### config.mk
export PLATFORM = sky130hd
export DESIGN_NAME = adcc_core
export DESIGN_NICKNAME = d
export VERILOG_FILES = /design/src/rtl/adcc_core.v /design/src/rtl/adcc_prescaler.v
export VERILOG_INCLUDE_DIRS = /design/src /design/src/rtl
export SDC_FILE = /design/constraint.sdc
export NUM_CORES = 1
export LEC_CHECK = 0
export ABC_AREA = 1
export BUFFER_PORTS_ARGS = -buffer_cell sky130_fd_sc_hd__buf_2
export CAP_MARGIN = 25
export CORE_UTILIZATION = 58
export CTS_CLUSTER_SIZE = 12
export DETAILED_ROUTE_END_ITERATION = 8
export PLACE_DENSITY_LB_ADDON = 0.1
export SETUP_SLACK_MARGIN = 0.15
export SYNTH_ARGS = -nofsm -noshare
export SYNTH_HDL_FRONTEND = slang
export SYNTH_SLANG_ARGS = --single-unit
### constraint.sdc
create_clock -name ref_clk_i -period 2.6 [get_ports ref_clk_i]
set_input_delay 0.26 -clock ref_clk_i [delete_from_list [all_inputs] [get_ports ref_clk_i]]
set_output_delay 0.26 -clock ref_clk_i [all_outputs]
set_load 0.05 [all_outputs]
### src/rtl/adcc_defs.vh
`ifndef ADCC_DEFS_VH
`define ADCC_DEFS_VH

// ==========================================
// Register addresses on the local port
`define ADCC_ADDR_W 3
`define ADCC_ADDR_SCR 3'h0
`define ADCC_ADDR_RESULT 3'h1
`define ADCC_ADDR_CLKDIV 3'h2
`define ADCC_ADDR_IRQ_STAT 3'h3
`define ADCC_ADDR_IRQ_MASK 3'h4

// ==========================================
// Status and control field positions
`define ADCC_SCR_DONE 7
`define ADCC_SCR_IRQEN 6
`define ADCC_SCR_CONT 5
`define ADCC_SCR_CH_HI 4
`define ADCC_SCR_CH_LO 0

// Clock divider field (bits 7:5)
`define ADCC_DIV_HI 7
`define ADCC_DIV_LO 5

// ==========================================
// Reset values
`define ADCC_CH_RESET 5'h1f
`define ADCC_DIV_RESET 3'h0

// ==========================================
// Channel codes
`define ADCC_CH_PIN0 5'h00
`define ADCC_CH_PIN1 5'h01
`define ADCC_CH_PIN4 5'h02
`define ADCC_CH_PIN5 5'h03
`define ADCC_CH_HIGH_REF 5'h1d
`define ADCC_CH_LOW_REF 5'h1e
`define ADCC_CH_OFF 5'h1f
`define ADCC_UNUSED_RESULT 8'h00

// ==========================================
// Conversion timing
`define ADCC_CONV_TICKS 5'h10
`define ADCC_CONV_LAST 5'h0f

// Event status bits
`define ADCC_EV_DONE 0
`define ADCC_EV_ERR 1

`endif

### src/rtl/adcc_core.v
// Function
// Interrupt enable clear: done flag sets at conversion end, holds until result read.
// Interrupt enable set: done flag never sets and reads zero.
// Reset clears the done flag.
// Software writes zero into the done flag position.
// Interrupt enable set: request at conversion end, dropped on result read or control write.
// Reset clears the interrupt enable.
// Continuous bit repeats conversions, else one; reset clears it.
// Channel codes 0..3 select pins 0, 1, 4 and 5.
// Codes 1d, 1e select high and low references; others give unknown. The code returns zero for them instead.
// All-ones channel code powers off; reset loads all ones.
// Software waits one conversion after leaving power-off before using results.
// One 8-bit read-only result register updated on each conversion.
// Three-bit prescaler divides bus clock by 1, 2, 4, 8 or 16.
// Software discards data of a conversion interrupted by a control write.
// Conversion starts at first converter clock edge after a control write.
// A conversion lasts sixteen converter clock cycles.
// Continuous mode overwrites the result whether read or not.
// Unused channel codes return zero with normal conversion timing.
`timescale 1ns/1ps
`include "adcc_defs.vh"

module adcc_core (
    // Clock and reset
    input wire ref_clk_i,
    input wire rst_n_i,
    // Register port
    input wire [2:0] reg_addr_i,
    input wire [7:0] reg_wdata_i,
    input wire reg_wr_i,
    input wire reg_rd_i,
    output reg [7:0] reg_rdata_o,
    // Digitised samples of the analog sources
    input wire [7:0] port_a_pin0_i,
    input wire [7:0] port_a_pin1_i,
    input wire [7:0] port_a_pin4_i,
    input wire [7:0] port_a_pin5_i,
    input wire [7:0] analog_high_ref_i,
    input wire [7:0] analog_low_ref_i,
    // Converter status
    output reg [4:0] selected_analog_input_o,
    output reg powered_on_o,
    output reg busy_o,
    // Interrupts
    output reg conv_irq_o,
    output reg irq_o
);

// ==========================================
// State encoding, one-hot
localparam ST_IDLE = 3'b001;
localparam ST_WAIT = 3'b010;
localparam ST_CONV = 3'b100;

reg [2:0] state;
reg [2:0] next_state;
reg irq_enable;
reg continuous_convert;
reg [4:0] channel_select;
reg done_flag;
reg [7:0] conv_result;
reg [2:0] clock_prescale;
reg [4:0] tick_cnt;
reg conv_req;
reg [1:0] irq_stat;
reg [1:0] irq_mask;
reg [7:0] sync1_p0, sync1_p1, sync1_p4, sync1_p5, sync1_hi, sync1_lo;
reg [7:0] sync2_p0, sync2_p1, sync2_p4, sync2_p5, sync2_hi, sync2_lo;
reg [7:0] sample;
reg sample_known;
reg [7:0] next_rdata;
wire tick;
wire scr_wr;
wire res_rd;
wire conv_end;
wire [7:0] scr_view;

assign scr_wr = reg_wr_i && (reg_addr_i == `ADCC_ADDR_SCR);
assign res_rd = reg_rd_i && (reg_addr_i == `ADCC_ADDR_RESULT);
assign conv_end = (state == ST_CONV) && tick && (tick_cnt == `ADCC_CONV_LAST);

// ==========================================
// Converter clock source
adcc_prescaler i_adcc_prescaler (
    .ref_clk_i(ref_clk_i),
    .rst_n_i(rst_n_i),
    .clock_prescale_i(clock_prescale),
    .restart_i(scr_wr),
    .tick_o(tick)
);

// ==========================================
// Two-stage synchronisers for pin-side samples
always @(posedge ref_clk_i or negedge rst_n_i) begin
    if (!rst_n_i) begin
        sync1_p0 <= 8'h00;
        sync1_p1 <= 8'h00;
        sync1_p4 <= 8'h00;
        sync1_p5 <= 8'h00;
        sync1_hi <= 8'h00;
        sync1_lo <= 8'h00;
        sync2_p0 <= 8'h00;
        sync2_p1 <= 8'h00;
        sync2_p4 <= 8'h00;
        sync2_p5 <= 8'h00;
        sync2_hi <= 8'h00;
        sync2_lo <= 8'h00;
    end else begin
        sync1_p0 <= port_a_pin0_i;
        sync1_p1 <= port_a_pin1_i;
        sync1_p4 <= port_a_pin4_i;
        sync1_p5 <= port_a_pin5_i;
        sync1_hi <= analog_high_ref_i;
        sync1_lo <= analog_low_ref_i;
        sync2_p0 <= sync1_p0;
        sync2_p1 <= sync1_p1;
        sync2_p4 <= sync1_p4;
        sync2_p5 <= sync1_p5;
        sync2_hi <= sync1_hi;
        sync2_lo <= sync1_lo;
    end
end

// ==========================================
// Input multiplexer
always @* begin
    sample_known = 1'b1;
    case (channel_select)
        `ADCC_CH_PIN0: sample = sync2_p0;
        `ADCC_CH_PIN1: sample = sync2_p1;
        `ADCC_CH_PIN4: sample = sync2_p4;
        `ADCC_CH_PIN5: sample = sync2_p5;
        `ADCC_CH_HIGH_REF: sample = sync2_hi;
        `ADCC_CH_LOW_REF: sample = sync2_lo;
        default: begin
            // Unknown in silicon; fixed zero keeps simulation clean
            sample = `ADCC_UNUSED_RESULT;
            sample_known = 1'b0;
        end
    endcase
end

// ==========================================
// Control register and pending start request
always @(posedge ref_clk_i or negedge rst_n_i) begin
    if (!rst_n_i) begin
        irq_enable <= 1'b0;
        continuous_convert <= 1'b0;
        channel_select <= `ADCC_CH_RESET;
        clock_prescale <= `ADCC_DIV_RESET;
        conv_req <= 1'b0;
    end else begin
        if (scr_wr) begin
            // Done flag position is ignored on write, software keeps it zero
            irq_enable <= reg_wdata_i[`ADCC_SCR_IRQEN];
            continuous_convert <= reg_wdata_i[`ADCC_SCR_CONT];
            channel_select <= reg_wdata_i[`ADCC_SCR_CH_HI:`ADCC_SCR_CH_LO];
            conv_req <= (reg_wdata_i[`ADCC_SCR_CH_HI:`ADCC_SCR_CH_LO] != `ADCC_CH_OFF);
        end else if (tick) begin
            conv_req <= 1'b0;
        end
        if (reg_wr_i && (reg_addr_i == `ADCC_ADDR_CLKDIV)) begin
            clock_prescale <= reg_wdata_i[`ADCC_DIV_HI:`ADCC_DIV_LO];
        end
    end
end

// ==========================================
// Conversion sequencer
always @* begin
    next_state = state;
    case (state)
        ST_IDLE: begin
            if (conv_req) begin
                next_state = ST_WAIT;
            end
        end
        ST_WAIT: begin
            if (tick) begin
                next_state = ST_CONV;
            end
        end
        ST_CONV: begin
            if (conv_end) begin
                // Continuous mode rolls straight into the next sample
                next_state = continuous_convert ? ST_CONV : ST_IDLE;
            end
        end
        default: next_state = ST_IDLE;
    endcase
    // A control write aborts and restarts; power-off sends the sequencer back to idle
    if (scr_wr) begin
        next_state = (reg_wdata_i[`ADCC_SCR_CH_HI:`ADCC_SCR_CH_LO] == `ADCC_CH_OFF) ?
            ST_IDLE : ST_WAIT;
    end
end

always @(posedge ref_clk_i or negedge rst_n_i) begin
    if (!rst_n_i) begin
        state <= ST_IDLE;
        tick_cnt <= 5'h00;
    end else begin
        state <= next_state;
        if (scr_wr || (state != ST_CONV)) begin
            tick_cnt <= 5'h00;
        end else if (tick) begin
            // Sixteen converter edges per conversion
            tick_cnt <= (tick_cnt == `ADCC_CONV_LAST) ? 5'h00 : tick_cnt + 5'h01;
        end
    end
end

// ==========================================
// Result, done flag and conversion interrupt
always @(posedge ref_clk_i or negedge rst_n_i) begin
    if (!rst_n_i) begin
        conv_result <= 8'h00;
        done_flag <= 1'b0;
        conv_irq_o <= 1'b0;
    end else begin
        if (conv_end) begin
            conv_result <= sample;
        end
        // Set wins over a same-cycle clearing read
        if (conv_end && !irq_enable) begin
            done_flag <= 1'b1;
        end else if (res_rd || irq_enable) begin
            done_flag <= 1'b0;
        end
        if (conv_end && irq_enable) begin
            conv_irq_o <= 1'b1;
        end else if (res_rd || scr_wr) begin
            conv_irq_o <= 1'b0;
        end
    end
end

// ==========================================
// Sticky event status, write one to clear; set wins
always @(posedge ref_clk_i or negedge rst_n_i) begin
    if (!rst_n_i) begin
        irq_stat <= 2'h0;
        irq_mask <= 2'h0;
        irq_o <= 1'b0;
    end else begin
        if (reg_wr_i && (reg_addr_i == `ADCC_ADDR_IRQ_MASK)) begin
            irq_mask <= reg_wdata_i[1:0];
        end
        irq_stat[`ADCC_EV_DONE] <= conv_end | (irq_stat[`ADCC_EV_DONE] &
            ~(reg_wr_i && (reg_addr_i == `ADCC_ADDR_IRQ_STAT) && reg_wdata_i[`ADCC_EV_DONE]));
        irq_stat[`ADCC_EV_ERR] <= (conv_end & ~sample_known) | (irq_stat[`ADCC_EV_ERR] &
            ~(reg_wr_i && (reg_addr_i == `ADCC_ADDR_IRQ_STAT) && reg_wdata_i[`ADCC_EV_ERR]));
        irq_o <= |(irq_stat & irq_mask);
    end
end

// ==========================================
// Read data, one cycle after the strobe
assign scr_view = {done_flag & ~irq_enable, irq_enable, continuous_convert, channel_select};

always @* begin
    next_rdata = 8'h00;
    if (reg_addr_i == `ADCC_ADDR_SCR) begin
        next_rdata = scr_view;
    end else if (reg_addr_i == `ADCC_ADDR_RESULT) begin
        next_rdata = conv_result;
    end else if (reg_addr_i == `ADCC_ADDR_CLKDIV) begin
        next_rdata = {clock_prescale, 5'h00};
    end else if (reg_addr_i == `ADCC_ADDR_IRQ_STAT) begin
        next_rdata = {6'h00, irq_stat};
    end else if (reg_addr_i == `ADCC_ADDR_IRQ_MASK) begin
        next_rdata = {6'h00, irq_mask};
    end
end

always @(posedge ref_clk_i or negedge rst_n_i) begin
    if (!rst_n_i) begin
        reg_rdata_o <= 8'h00;
    end else begin
        // Zero outside read cycles keeps the bus quiet
        reg_rdata_o <= reg_rd_i ? next_rdata : 8'h00;
    end
end

// ==========================================
// Status outputs
always @(posedge ref_clk_i or negedge rst_n_i) begin
    if (!rst_n_i) begin
        selected_analog_input_o <= `ADCC_CH_RESET;
        powered_on_o <= 1'b0;
        busy_o <= 1'b0;
    end else begin
        selected_analog_input_o <= channel_select;
        powered_on_o <= (channel_select != `ADCC_CH_OFF);
        busy_o <= (next_state != ST_IDLE);
    end
end

endmodule // adcc_core

### src/rtl/adcc_prescaler.v
`timescale 1ns/1ps
`include "adcc_defs.vh"

// Converter clock tick generator: one-cycle pulse every 1,2,4,8 or 16 bus clocks
module adcc_prescaler (
    // Clock and reset
    input wire ref_clk_i,
    input wire rst_n_i,
    // Control
    input wire [2:0] clock_prescale_i,
    input wire restart_i,
    // Tick
    output reg tick_o
);

reg [3:0] div_cnt;
reg [3:0] div_max;

// ==========================================
// Divide ratio decode
always @* begin
    case (clock_prescale_i)
        3'h0: div_max = 4'h0;
        3'h1: div_max = 4'h1;
        3'h2: div_max = 4'h3;
        3'h3: div_max = 4'h7;
        default: div_max = 4'hf; // Top bit set is /16
    endcase
end

// ==========================================
// Counter; restart realigns so a start lands on the next converter edge
always @(posedge ref_clk_i or negedge rst_n_i) begin
    if (!rst_n_i) begin
        div_cnt <= 4'h0;
        tick_o <= 1'b0;
    end else if (restart_i) begin
        div_cnt <= 4'h0;
        tick_o <= 1'b0;
    end else if (div_cnt >= div_max) begin
        div_cnt <= 4'h0;
        tick_o <= 1'b1;
    end else begin
        div_cnt <= div_cnt + 4'h1;
        tick_o <= 1'b0;
    end
end

endmodule // adcc_prescaler

==> Yosys cells after proc, flatten, opt, wreduce, memory -nomap -nowiden <==
Index checks and enable logic that the tools add are counted.
{ "totals": {"latch_bits": 0, "elab_cells": 119, "ramBits": 0, "n_memories": 0, "romBits": 0, "register_bits": 150} }
{ "op_classes": {"n_mul": 0, "n_bitwise": 11, "shifts": 0, "n_addsub": 2, "mux": 29, "order_cmp": 1, "eq_ne": 21, "div": 0, "reduce_logical": 24} }
{ "op_table": {"columns": ["operator", "count"], "rows": [
  ["$pmux 8 s6", 1],
  ["$mux 8", 4],
  ["$pmux 4 s4", 1],
  ["$eq 3x2->1 const B", 5],
  ["$eq 5x5->1 const B", 3],
  ["$mux 3", 5],
  ["$mux 5", 3],
  ["$logic_and 1x1->1", 11],
  ["$eq 5x2->1 const B", 2],
  ["$ne 5x5->1 const B", 2],
  ["$eq 3x1->1 const B", 3],
  ["$mux 1", 9],
  ["$pmux 3 s3", 1],
  ["$mux 4", 2],
  ["$reduce_bool 2->1", 4],
  ["$eq 3x3->1 const B", 2],
  ["$logic_not 3->1", 2],
  ["$mux 2", 3],
  ["$reduce_or 6->1", 1],
  ["$add 5x1->5 const B", 1],
  ["$eq 5x1->1 const B", 1],
  ["$eq 5x4->1 const B", 1],
  ["$logic_not 5->1", 1],
  ["$add 4x1->4 const B", 1],
  ["10 further kinds", 19]
]} }

==> Logic depth before layout (Yosys ltp) <==
Gate-level depths: netlist of run 1.
{ "depth": {"depth_word": 7, "ltp_mapped": 9, "depth_no_buf": 9} }

==> Hierarchy <==
Synthesis of run 1 repeated with hierarchy kept, for this count alone.
{ "unflattened": {"cells_unflattened": 473, "area_unflattened_um2": 5336.4} }
{ "modules_own_cells": {"columns": ["module", "area_each_um2", "seq_area_each_um2", "instances", "cells_each"], "rows": [
  ["adcc_core", 5001.0, 3642.2, 1, 432],
  ["adcc_prescaler", 335.3, 125.1, 1, 41]
]} }

==> Worst setup path after synthesis of run 1 <==
Ideal clock, no wire load.
{ "synth_path": {"path_type": "reg-to-reg", "startpoint": "register clock_prescale[1]", "endpoint": "register i_adcc_prescaler.div_cnt[0]", "required_ns": 2.526, "t_arrival_ns": 1.272, "path_slack_ns": 1.253, "setup_ns": 0.074, "period_less_slack_ns": 1.347, "stages_incl_launch_ff": 8, "path_cell_list": "dfrtp_1 -> nor2_1 -> ha_1 -> inv_1 -> nor2_1 -> o211ai_1 -> nand4_1 -> nor2_1"} }
{ "synth_via": {"elab_chain_cells": 5, "word_cells_on_any_way": 8} }
{ "synth_lines": {"columns": ["item", "line", "rtl"], "rows": [
  ["start, declared", "adcc_core.v:62", "reg [2:0] clock_prescale;"],
  ["start signal, assigned", "adcc_core.v:150", "clock_prescale <= `ADCC_DIV_RESET;"],
  ["start signal, assigned", "adcc_core.v:163", "clock_prescale <= reg_wdata_i[`ADCC_DIV_HI:`ADCC_DIV_LO];"],
  ["$eq 3x2->1 (tied with other cells)", "adcc_prescaler.v:22", "case (clock_prescale_i)"],
  ["$pmux 4 s4 (*)", "adcc_prescaler.v:22", null],
  ["$ge 4x4->1 (*)", "adcc_prescaler.v:40", "end else if (div_cnt >= div_max) begin"],
  ["$mux 4 (*)", "adcc_prescaler.v:40", null],
  ["$mux 4 (*)", "adcc_prescaler.v:37", "end else if (restart_i) begin"],
  ["end signal, assigned", "adcc_prescaler.v:44", "div_cnt <= div_cnt + 4'h1;"],
  ["end, declared", "adcc_prescaler.v:16", "reg [3:0] div_cnt;"]
]} }
Every way passes the cells marked *; elsewhere a longest branch is shown, timed or not.
A chain may end at the register's enable or synchronous reset.

==> Final worst setup path of run 1 <==
{ "layout_path": {"startpoint": "register tick_cnt[0]", "endpoint": "register conv_result[2]"} }
{ "layout_via": {"elab_chain_cells": 2} }
{ "layout_lines": {"columns": ["item", "line", "rtl"], "rows": [
  ["start, declared", "adcc_core.v:63", "reg [4:0] tick_cnt;"],
  ["start signal, assigned", "adcc_core.v:208", "tick_cnt <= (tick_cnt == `ADCC_CONV_LAST) ? 5'h00 : tick_cnt + 5'h01;"],
  ["$eq 5x4->1 (no line)", null, null],
  ["$logic_and 1x1->1", "adcc_core.v:80", "assign conv_end = (state == ST_CONV) && tick && (tick_cnt == `ADCC_CONV_LAST);"],
  ["end signal, assigned", "adcc_core.v:222", "conv_result <= sample;"],
  ["end, declared", "adcc_core.v:61", "reg [7:0] conv_result;"]
]} }
Every way passes these cells.

==> reports/summary.log, run 1 <==
qor: placement.dpl.hpwl 6810 um
qor: global_route.number_of_global_route_vias_before_repair 3926
qor: synth.ys_warn_count 0
qor: worst_setup_path.critPathSlowestCell sky130_fd_sc_hd__nand3b_1
qor: worst_setup_path.cp_top_family simple AND/OR/NAND/NOR gates
qor: global_route.grt_max_degree 75
qor: layout.layout.cells.most_common sky130_fd_sc_hd__dfrtp_1
qor: floorplanning.die_h 97.1 um
qor: placement.gp_routability_congestion 0.825
qor: synth.synth.mux.area_fraction 0.00215
qor: global_route.grt_usage 0.262
qor: routing.antenna_violating_nets_post_route 0
qor: clock_network.cts_made_buffers 17
qor: worst_setup_path.slowest_delay 430 ps
qor: global_route.antenna_found_initial 0
qor: clock_network.htreeDepth 4
qor: power.power.static_leakage 0.00344 uW
qor: floorplanning.core.rowCount 34
qor: timing.timing.clock.skew 9.37 ps
qor: global_route.residual_overflow_from_global_routing 0
qor: layout.mostFrequentLayoutCells 139 x sky130_fd_sc_hd__dfrtp_1, 107 x sky130_fd_sc_hd__nand2_1, 78 x sky130_fd_sc_hd__buf_2
qor: synth.synth-adder-area-share 0.0143
qor: synth.syn-instance-count 461
qor: timing.setup_total_negative_slack 0 ps
qor: timing.worst_slew_margin_rel 0.567
qor: synth.synth_simple_gate_area_frac 0.166
qor: clock_network.cts_max_path_buffers 2
qor: routing.post-route-drc-count 0
qor: min_path.hp-class in -> reg
qor: clock_network.clock-sinks 150
qor: synth.synth.ff_latch_count 150
qor: timing.hold_ws 28.0 ps
qor: worst_setup_path.worst_path_most_repeated_cell sky130_fd_sc_hd__nand2_1
qor: placement.buffer_ports.inserted 79
qor: layout.area_growth 31.0%
qor: placement.placed_area 0.00578 mm2
qor: routing.first_iter_violations 155
qor: run.max_cap_viol_count 0
qor: floorplanning.die_w 97.1 um
qor: worst_setup_path.path_class reg -> reg
qor: layout.final_util 0.789
qor: worst_setup_path.timing.critical_path.cells ha_1, nand2_1, nor2_1, nand3b_1, inv_1, nand2_1, nand2_1
qor: worst_setup_path.critical_path.max_fanout 14
qor: routing.wl 11200 um
qor: timing.final.min_clock_period 1780 ps
qor: layout.antenna_cells 0
qor: synth.synth.yosys.seq_area_share 0.718
qor: floorplanning.floorplan.die_area 0.00943 mm2
qor: layout.fillers 520
qor: power.finalPower 5820 uW
qor: synth.mean_cell_area_of_the_mapped_netlist 11.4 um2
qor: synth.synth-xor-area-share 0.00667
qor: routing.via_count 3793
qor: timing.timing.fmax 561 MHz
qor: worst_setup_path.data_arrival_time_of_the_critical_path 2230 ps
qor: worst_setup_path.worstSetupEndpointType register
qor: worst_setup_path.buffer_and_inverter_count_on_the_worst_path 1
qor: clock_network.clk_latency 520 ps
qor: worst_setup_path.data_required_time_of_the_worst_path 3050 ps
qor: clock_network.worst_setup_hold_path_clk_slew 70 ps
qor: routing.routed_wire_per_std_cell 15.2 um
qor: layout.finish.instance_area 0.00688 mm2
qor: synth.compound_gate_fraction_of_synth_area 0.0517
qor: floorplanning.initial_utilization 0.602
qor: power.vdd.ir_drop.worst 0.665 mV
qor: synth.mappedNetlistNets 530
qor: timing.final_critical_path_share_of_the_clock_period 0.686
qor: synth.synth_top_family_by_area simple AND/OR/NAND/NOR gates
qor: floorplanning.num_io_pins 80
qor: clock_network.cts_post_setup_buffers_inserted 0
qor: timing.timing.final.hold_violations 0
qor: layout.final_layout_size_suffix_gt1_frac 0.221
qor: power.p_per_area 846 mW/mm2
qor: timing.setup_viol 0
qor: timing.tightest_slew 649 ps
qor: synth.ys_types 30
qor: clock_network.cts_root_buf sky130_fd_sc_hd__clkbuf_8
qor: clock_network.tritoncts_clock_tree done
qor: worst_setup_path.cp-start-kind register
qor: global_route.grt_first_pass_wirelength 18800 um
qor: timing.rsz0062_at_grt false
qor: layout.number_of_nets_in_the_layout 680
qor: synth.syn-cell-area 0.00525 mm2
qor: floorplanning.core_region_area 0.00872 mm2
qor: timing.report.final.slew_viol_count 0
qor: routing.dr.pass1.iters 4
qor: routing.routed_via_density 5.18
qor: status.run_status complete, no violations
per-stage QoR:
step                worst slack (ps)  cells
CTS                              801    732
detailed placement               808    646
finish                           817    732
floorplan                       1250    461
global placement                 909    646
global route                     564    732
sequential cells by signal, summed over array words and instances (netlist names), 8 cells and up:
| name | count |
|---|---|
| sync1_p5 | 8 |
| sync1_hi | 8 |
| sync2_p4 | 8 |
| sync1_lo | 8 |
| sync1_p0 | 8 |
| sync1_p4 | 8 |
| sync2_p5 | 8 |
| reg_rdata_o | 8 |
| sync2_p0 | 8 |
| sync2_p1 | 8 |
| sync2_lo | 8 |
| sync2_hi | 8 |
| sync1_p1 | 8 |
| conv_result | 8 |
kinds of logic after synthesis:
| logic type | count (synthesis) |
|---|---|
| flip-flops | 150 |
| multiplexers | 1 |
| XOR/XNOR | 4 |
| adder cells (fa/ha/maj) | 6 |
| AND/OR/NAND/NOR | 198 |
| buffers and inverters | 54 |
| AO/OA/AOI/OAI | 48 |
report_power, final:
group          total [uW]  internal (uW)  switching [uW]
clock network        2260           1220            1040
logic                 837            293             544
registers            2720           2570             151
total                5820           4090            1730
synth_stat cells:
master,n,share of area
sky130_fd_sc_hd__dfstp_2,11,0.055
sky130_fd_sc_hd__nor2_1,29,0.021
sky130_fd_sc_hd__nand3_1,33,0.031
sky130_fd_sc_hd__nand4_1,19,0.023
sky130_fd_sc_hd__inv_1,40,0.029
sky130_fd_sc_hd__nand3b_1,1,0.0014
sky130_fd_sc_hd__buf_4,3,0.0043
sky130_fd_sc_hd__xnor2_1,1,0.0017
sky130_fd_sc_hd__clkbuf_1,1,0.00071
sky130_fd_sc_hd__o21ai_1,3,0.0029
sky130_fd_sc_hd__o22ai_1,4,0.0048
sky130_fd_sc_hd__nand2_1,107,0.077
sky130_fd_sc_hd__a31oi_1,1,0.0012
sky130_fd_sc_hd__mux2_2,1,0.0021
sky130_fd_sc_hd__nor2_2,3,0.0036
sky130_fd_sc_hd__a21oi_1,13,0.012
sky130_fd_sc_hd__buf_2,2,0.0019
sky130_fd_sc_hd__ha_1,6,0.014
sky130_fd_sc_hd__o31ai_1,1,0.0014
sky130_fd_sc_hd__xor2_1,3,0.0050
sky130_fd_sc_hd__o211ai_1,2,0.0029
sky130_fd_sc_hd__inv_2,4,0.0029
sky130_fd_sc_hd__nor3_1,1,0.00095
sky130_fd_sc_hd__o21ai_0,20,0.019
sky130_fd_sc_hd__nor2_4,3,0.0064
sky130_fd_sc_hd__a32o_1,3,0.0057
sky130_fd_sc_hd__clkinv_1,4,0.0029
sky130_fd_sc_hd__a22oi_1,1,0.0014
sky130_fd_sc_hd__nand2_2,2,0.0024
sky130_fd_sc_hd__dfrtp_1,139,0.66
final timing paths:
path	from	endpoint	slack [ps]	cells after the start
min	reg_wdata_i[0]	channel_select[0]	30	3
min reg2reg	sync1_p1[1]	sync2_p1[1]	350	0
min in group asynchronous	rst_n_i	clock_prescale[2]	330	2
max	tick_cnt[0]	conv_result[2]	820	7
max in group asynchronous	rst_n_i	sync2_p5[5]	1520	3
max reg2reg	tick_cnt[0]	conv_result[2]	820	7
final cells by class:
cell class              count  area (um2)  share of cell area
flip-flops and latches    150        3770               0.548
clock inverters            14         139              0.0202
multi-input cells         257        1260               0.184
repair buffers            137         972               0.141
inverters                  48         180              0.0262
clock buffers              18         418              0.0608
well taps                 108         135              0.0197
per-layer routing:
metal | GRT usage | up-vias | routed length, um
met5 | 0 | - | 0
met4 | 0.101 | 0 | 206
met3 | 0.0683 | 20 | 539
met2 | 0.441 | 126 | 5860
met1 | 0.327 | 1846 | 4550
li1 | - | 1801 | -
worst reg2reg max path: stages (launching register included):
cell and delay, ps:
sky130_fd_sc_hd__dfrtp_1 370, sky130_fd_sc_hd__ha_1 150, sky130_fd_sc_hd__nand2_1 80, sky130_fd_sc_hd__nor2_1 140
sky130_fd_sc_hd__nand3b_1 430, sky130_fd_sc_hd__inv_1 380, sky130_fd_sc_hd__nand2_1 100, sky130_fd_sc_hd__nand2_1 70
timing repair:
action | 4_1_cts | 5_1_grt
resized for setup | 0 | 0
hold buffers | 54 | 0
endpoints found under the hold margin | 116 | 0
(Power assumes the default switching activity.)
==> inputs of run 2 (changes only) <==
--- a/config.mk
+++ b/config.mk
@@ -9,7 +9,7 @@
 export ABC_AREA = 1
 export BUFFER_PORTS_ARGS = -buffer_cell sky130_fd_sc_hd__buf_2
 export CAP_MARGIN = 25
-export CORE_UTILIZATION = 58
+export CORE_UTILIZATION = 56
 export CTS_CLUSTER_SIZE = 12
 export DETAILED_ROUTE_END_ITERATION = 8
 export PLACE_DENSITY_LB_ADDON = 0.1
==> constraint.sdc (replaced) <==
create_clock -name ref_clk_i -period 1.8 [get_ports ref_clk_i]
set_input_delay 0.18 -clock ref_clk_i [delete_from_list [all_inputs] [get_ports ref_clk_i]]
set_output_delay 0.18 -clock ref_clk_i [all_outputs]
set_load 0.05 [all_outputs]
==> reports/summary.log, run 2 (synthesis results as in run 1) <==
qor: worst_setup_path.path_class reg -> reg
qor: worst_setup_path.data_required_time_of_the_worst_path 2240 ps
qor: routing.dr.pass1.iters 5
qor: placement.post_place_worst_slack 237 ps
qor: timing.timing.final.ws_setup 252 ps
qor: timing.final_critical_path_share_of_the_clock_period 0.860
qor: worst_setup_path.worstReg2RegEnd i_adcc_prescaler.div_cnt[0]
qor: power.p_per_area 1200 mW/mm2
qor: layout.layout.cells.most_common sky130_fd_sc_hd__dfrtp_1
qor: worst_setup_path.worstSetupEndpointType register
qor: clock_network.clk_latency 520 ps
qor: timing.timing.clock.skew 11.5 ps
qor: timing.rsz0062_at_grt true
qor: worst_setup_path.buffer_and_inverter_count_on_the_worst_path 1
qor: min_path.hp-class in -> reg
qor: timing.worst_slew_margin_rel 0.706
qor: run.max_cap_viol_count 0
qor: global_route.grt_max_degree 60
qor: layout.fillers 556
qor: timing.tightest_slew 437 ps
qor: floorplanning.floorplan.die_area 0.00976 mm2
qor: clock_network.worst_setup_hold_path_clk_slew 60 ps
qor: routing.via_count 3854
qor: global_route.grt_usage 0.261
qor: routing.first_iter_violations 218
qor: layout.mostFrequentLayoutCells 139 x sky130_fd_sc_hd__dfrtp_1, 107 x sky130_fd_sc_hd__nand2_1, 78 x sky130_fd_sc_hd__buf_2
qor: timing.timing.fmax 646 MHz
qor: global_route.antenna_found_initial 0
qor: min_path.hold_path_depth 3
qor: worst_setup_path.worst_flop_to_flop_path_startpoint clock_prescale[2]
qor: floorplanning.num_io_pins 80
qor: min_path.hold_path.startpoint reg_addr_i[2]
qor: floorplanning.die_h 98.8 um
qor: global_route.residual_overflow_from_global_routing 0
qor: clock_network.htreeDepth 4
qor: timing.final.min_clock_period 1550 ps
qor: routing.antenna_violating_nets_post_route 0
qor: placement.placed_area 0.00582 mm2
qor: floorplanning.core.rowCount 34
qor: clock_network.cts_max_path_buffers 2
qor: worst_setup_path.critPathSlowestCell sky130_fd_sc_hd__dfrtp_1
qor: clock_network.cts_root_buf sky130_fd_sc_hd__clkbuf_8
qor: worst_setup_path.r2r_slack 250 ps
qor: routing.routed_wire_per_std_cell 15.3 um
qor: floorplanning.initial_utilization 0.590
qor: routing.post-route-drc-count 0
qor: layout.antenna_cells 0
qor: status.run_status complete, no violations
qor: placement.buffer_ports.inserted 79
qor: layout.area_growth 32.9%
qor: worst_setup_path.data_arrival_time_of_the_critical_path 1990 ps
qor: placement.dpl.hpwl 6670 um
qor: timing.setup_total_negative_slack 0 ps
qor: layout.number_of_nets_in_the_layout 691
qor: power.power.static_leakage 0.00348 uW
qor: routing.wl 11300 um
qor: timing.setup_viol 0
qor: clock_network.tritoncts_clock_tree done
qor: timing.timing.final.hold_violations 0
qor: clock_network.cts_made_buffers 17
qor: worst_setup_path.critical_path.max_fanout 4
qor: floorplanning.core_region_area 0.00889 mm2
qor: global_route.grt_first_pass_wirelength 18800 um
qor: placement.gp_routability_congestion 0.846
qor: min_path.worstHoldEndpoint irq_mask[1]
qor: worst_setup_path.slowest_delay 400 ps
qor: worst_setup_path.cp_top_family simple AND/OR/NAND/NOR gates
qor: layout.final_layout_size_suffix_gt1_frac 0.230
qor: power.vdd.ir_drop.worst 0.869 mV
qor: clock_network.clock-sinks 150
qor: routing.routed_via_density 5.19
qor: floorplanning.die_w 98.8 um
qor: global_route.number_of_global_route_vias_before_repair 3979
qor: worst_setup_path.worst_r2r_path_depth 7
qor: timing.report.final.slew_viol_count 0
qor: layout.finish.instance_area 0.00698 mm2
qor: worst_setup_path.timing.critical_path.cells nor2_2, ha_1, inv_1, nor2_1, o211ai_1, nand4_1, nor2_1
qor: worst_setup_path.worst_path_most_repeated_cell sky130_fd_sc_hd__nor2_1
qor: worst_setup_path.cp-start-kind register
qor: layout.final_util 0.785
==> run 2: how the worst max path moves through the flow <==
stage | start | endpoint | cells past startpoint | slack, ps
after floorplan | clock_prescale[1] | i_adcc_prescaler.div_cnt[0] | 7 | 450
after global placement | tick_cnt[0] | conv_result[3] | 7 | 250
after detailed placement | tick_cnt[0] | conv_result[6] | 7 | 240
final | clock_prescale[2] | i_adcc_prescaler.div_cnt[0] | 7 | 250
after CTS | tick_cnt[0] | busy_o | 6 | 170
after global routing | clock_prescale[1] | i_adcc_prescaler.div_cnt[2] | 7 | 140
==> run 2: through the flow <==
| stage | hold slack (ps) | total power [uW] | cells |
|---|---|---|---|
| 5_1_grt | 65.5 | 8790 | 743 |
| 6_report | 45.4 | 8390 | 743 |
| 3_3_place_gp | 123 | 5040 | 650 |
| 3_5_place_dp | 129 | 5090 | 650 |
| 4_1_cts | 21.7 | 8420 | 740 |
| 2_1_floorplan | -116 | 4700 | 461 |
==> run 2: final cells by class <==
cell class | count | area (um2) | share of cell area
clock buffers | 20 | 425 | 0.0610
clock inverters | 12 | 119 | 0.0170
inverters | 48 | 183 | 0.0262
multi-input cells | 257 | 1270 | 0.182
flip-flops and latches | 150 | 3770 | 0.540
well taps | 108 | 135 | 0.0194
repair buffers | 148 | 1080 | 0.154
==> run 2: timing repair <==
action,CTS,global route
setup endpoints to repair,0,15
resized for setup,0,5
hold endpoints to repair,197,0
hold buffers,58,0
buffers inserted,0,3
==> run 2: layer usage <==
metal,wire length [um],GRT usage,vias to the layer above,part of all wire
li1,-,-,1819,-
met1,4530,0.311,1839,0.40
met2,5920,0.446,162,0.52
met3,558,0.0723,34,0.049
met4,328,0.118,0,0.029
met5,0,0,-,0
==> run 2: power breakdown <==
| group | switching, uW | total (uW) | internal [uW] |
|---|---|---|---|
| Clock | 1380 | 3230 | 1850 |
| Sequential | 218 | 3940 | 3720 |
| Combinational | 772 | 1220 | 448 |
| Total | 2370 | 8390 | 6020 |
==> run 2: worst reg2reg max path, cell delays in order, from the launching register on <==
cell	delay [ps]
sky130_fd_sc_hd__dfrtp_1	400
sky130_fd_sc_hd__nor2_2	140
sky130_fd_sc_hd__ha_1	250
sky130_fd_sc_hd__inv_1	60
sky130_fd_sc_hd__nor2_1	40
sky130_fd_sc_hd__o211ai_1	210
sky130_fd_sc_hd__nand4_1	230
sky130_fd_sc_hd__nor2_1	140
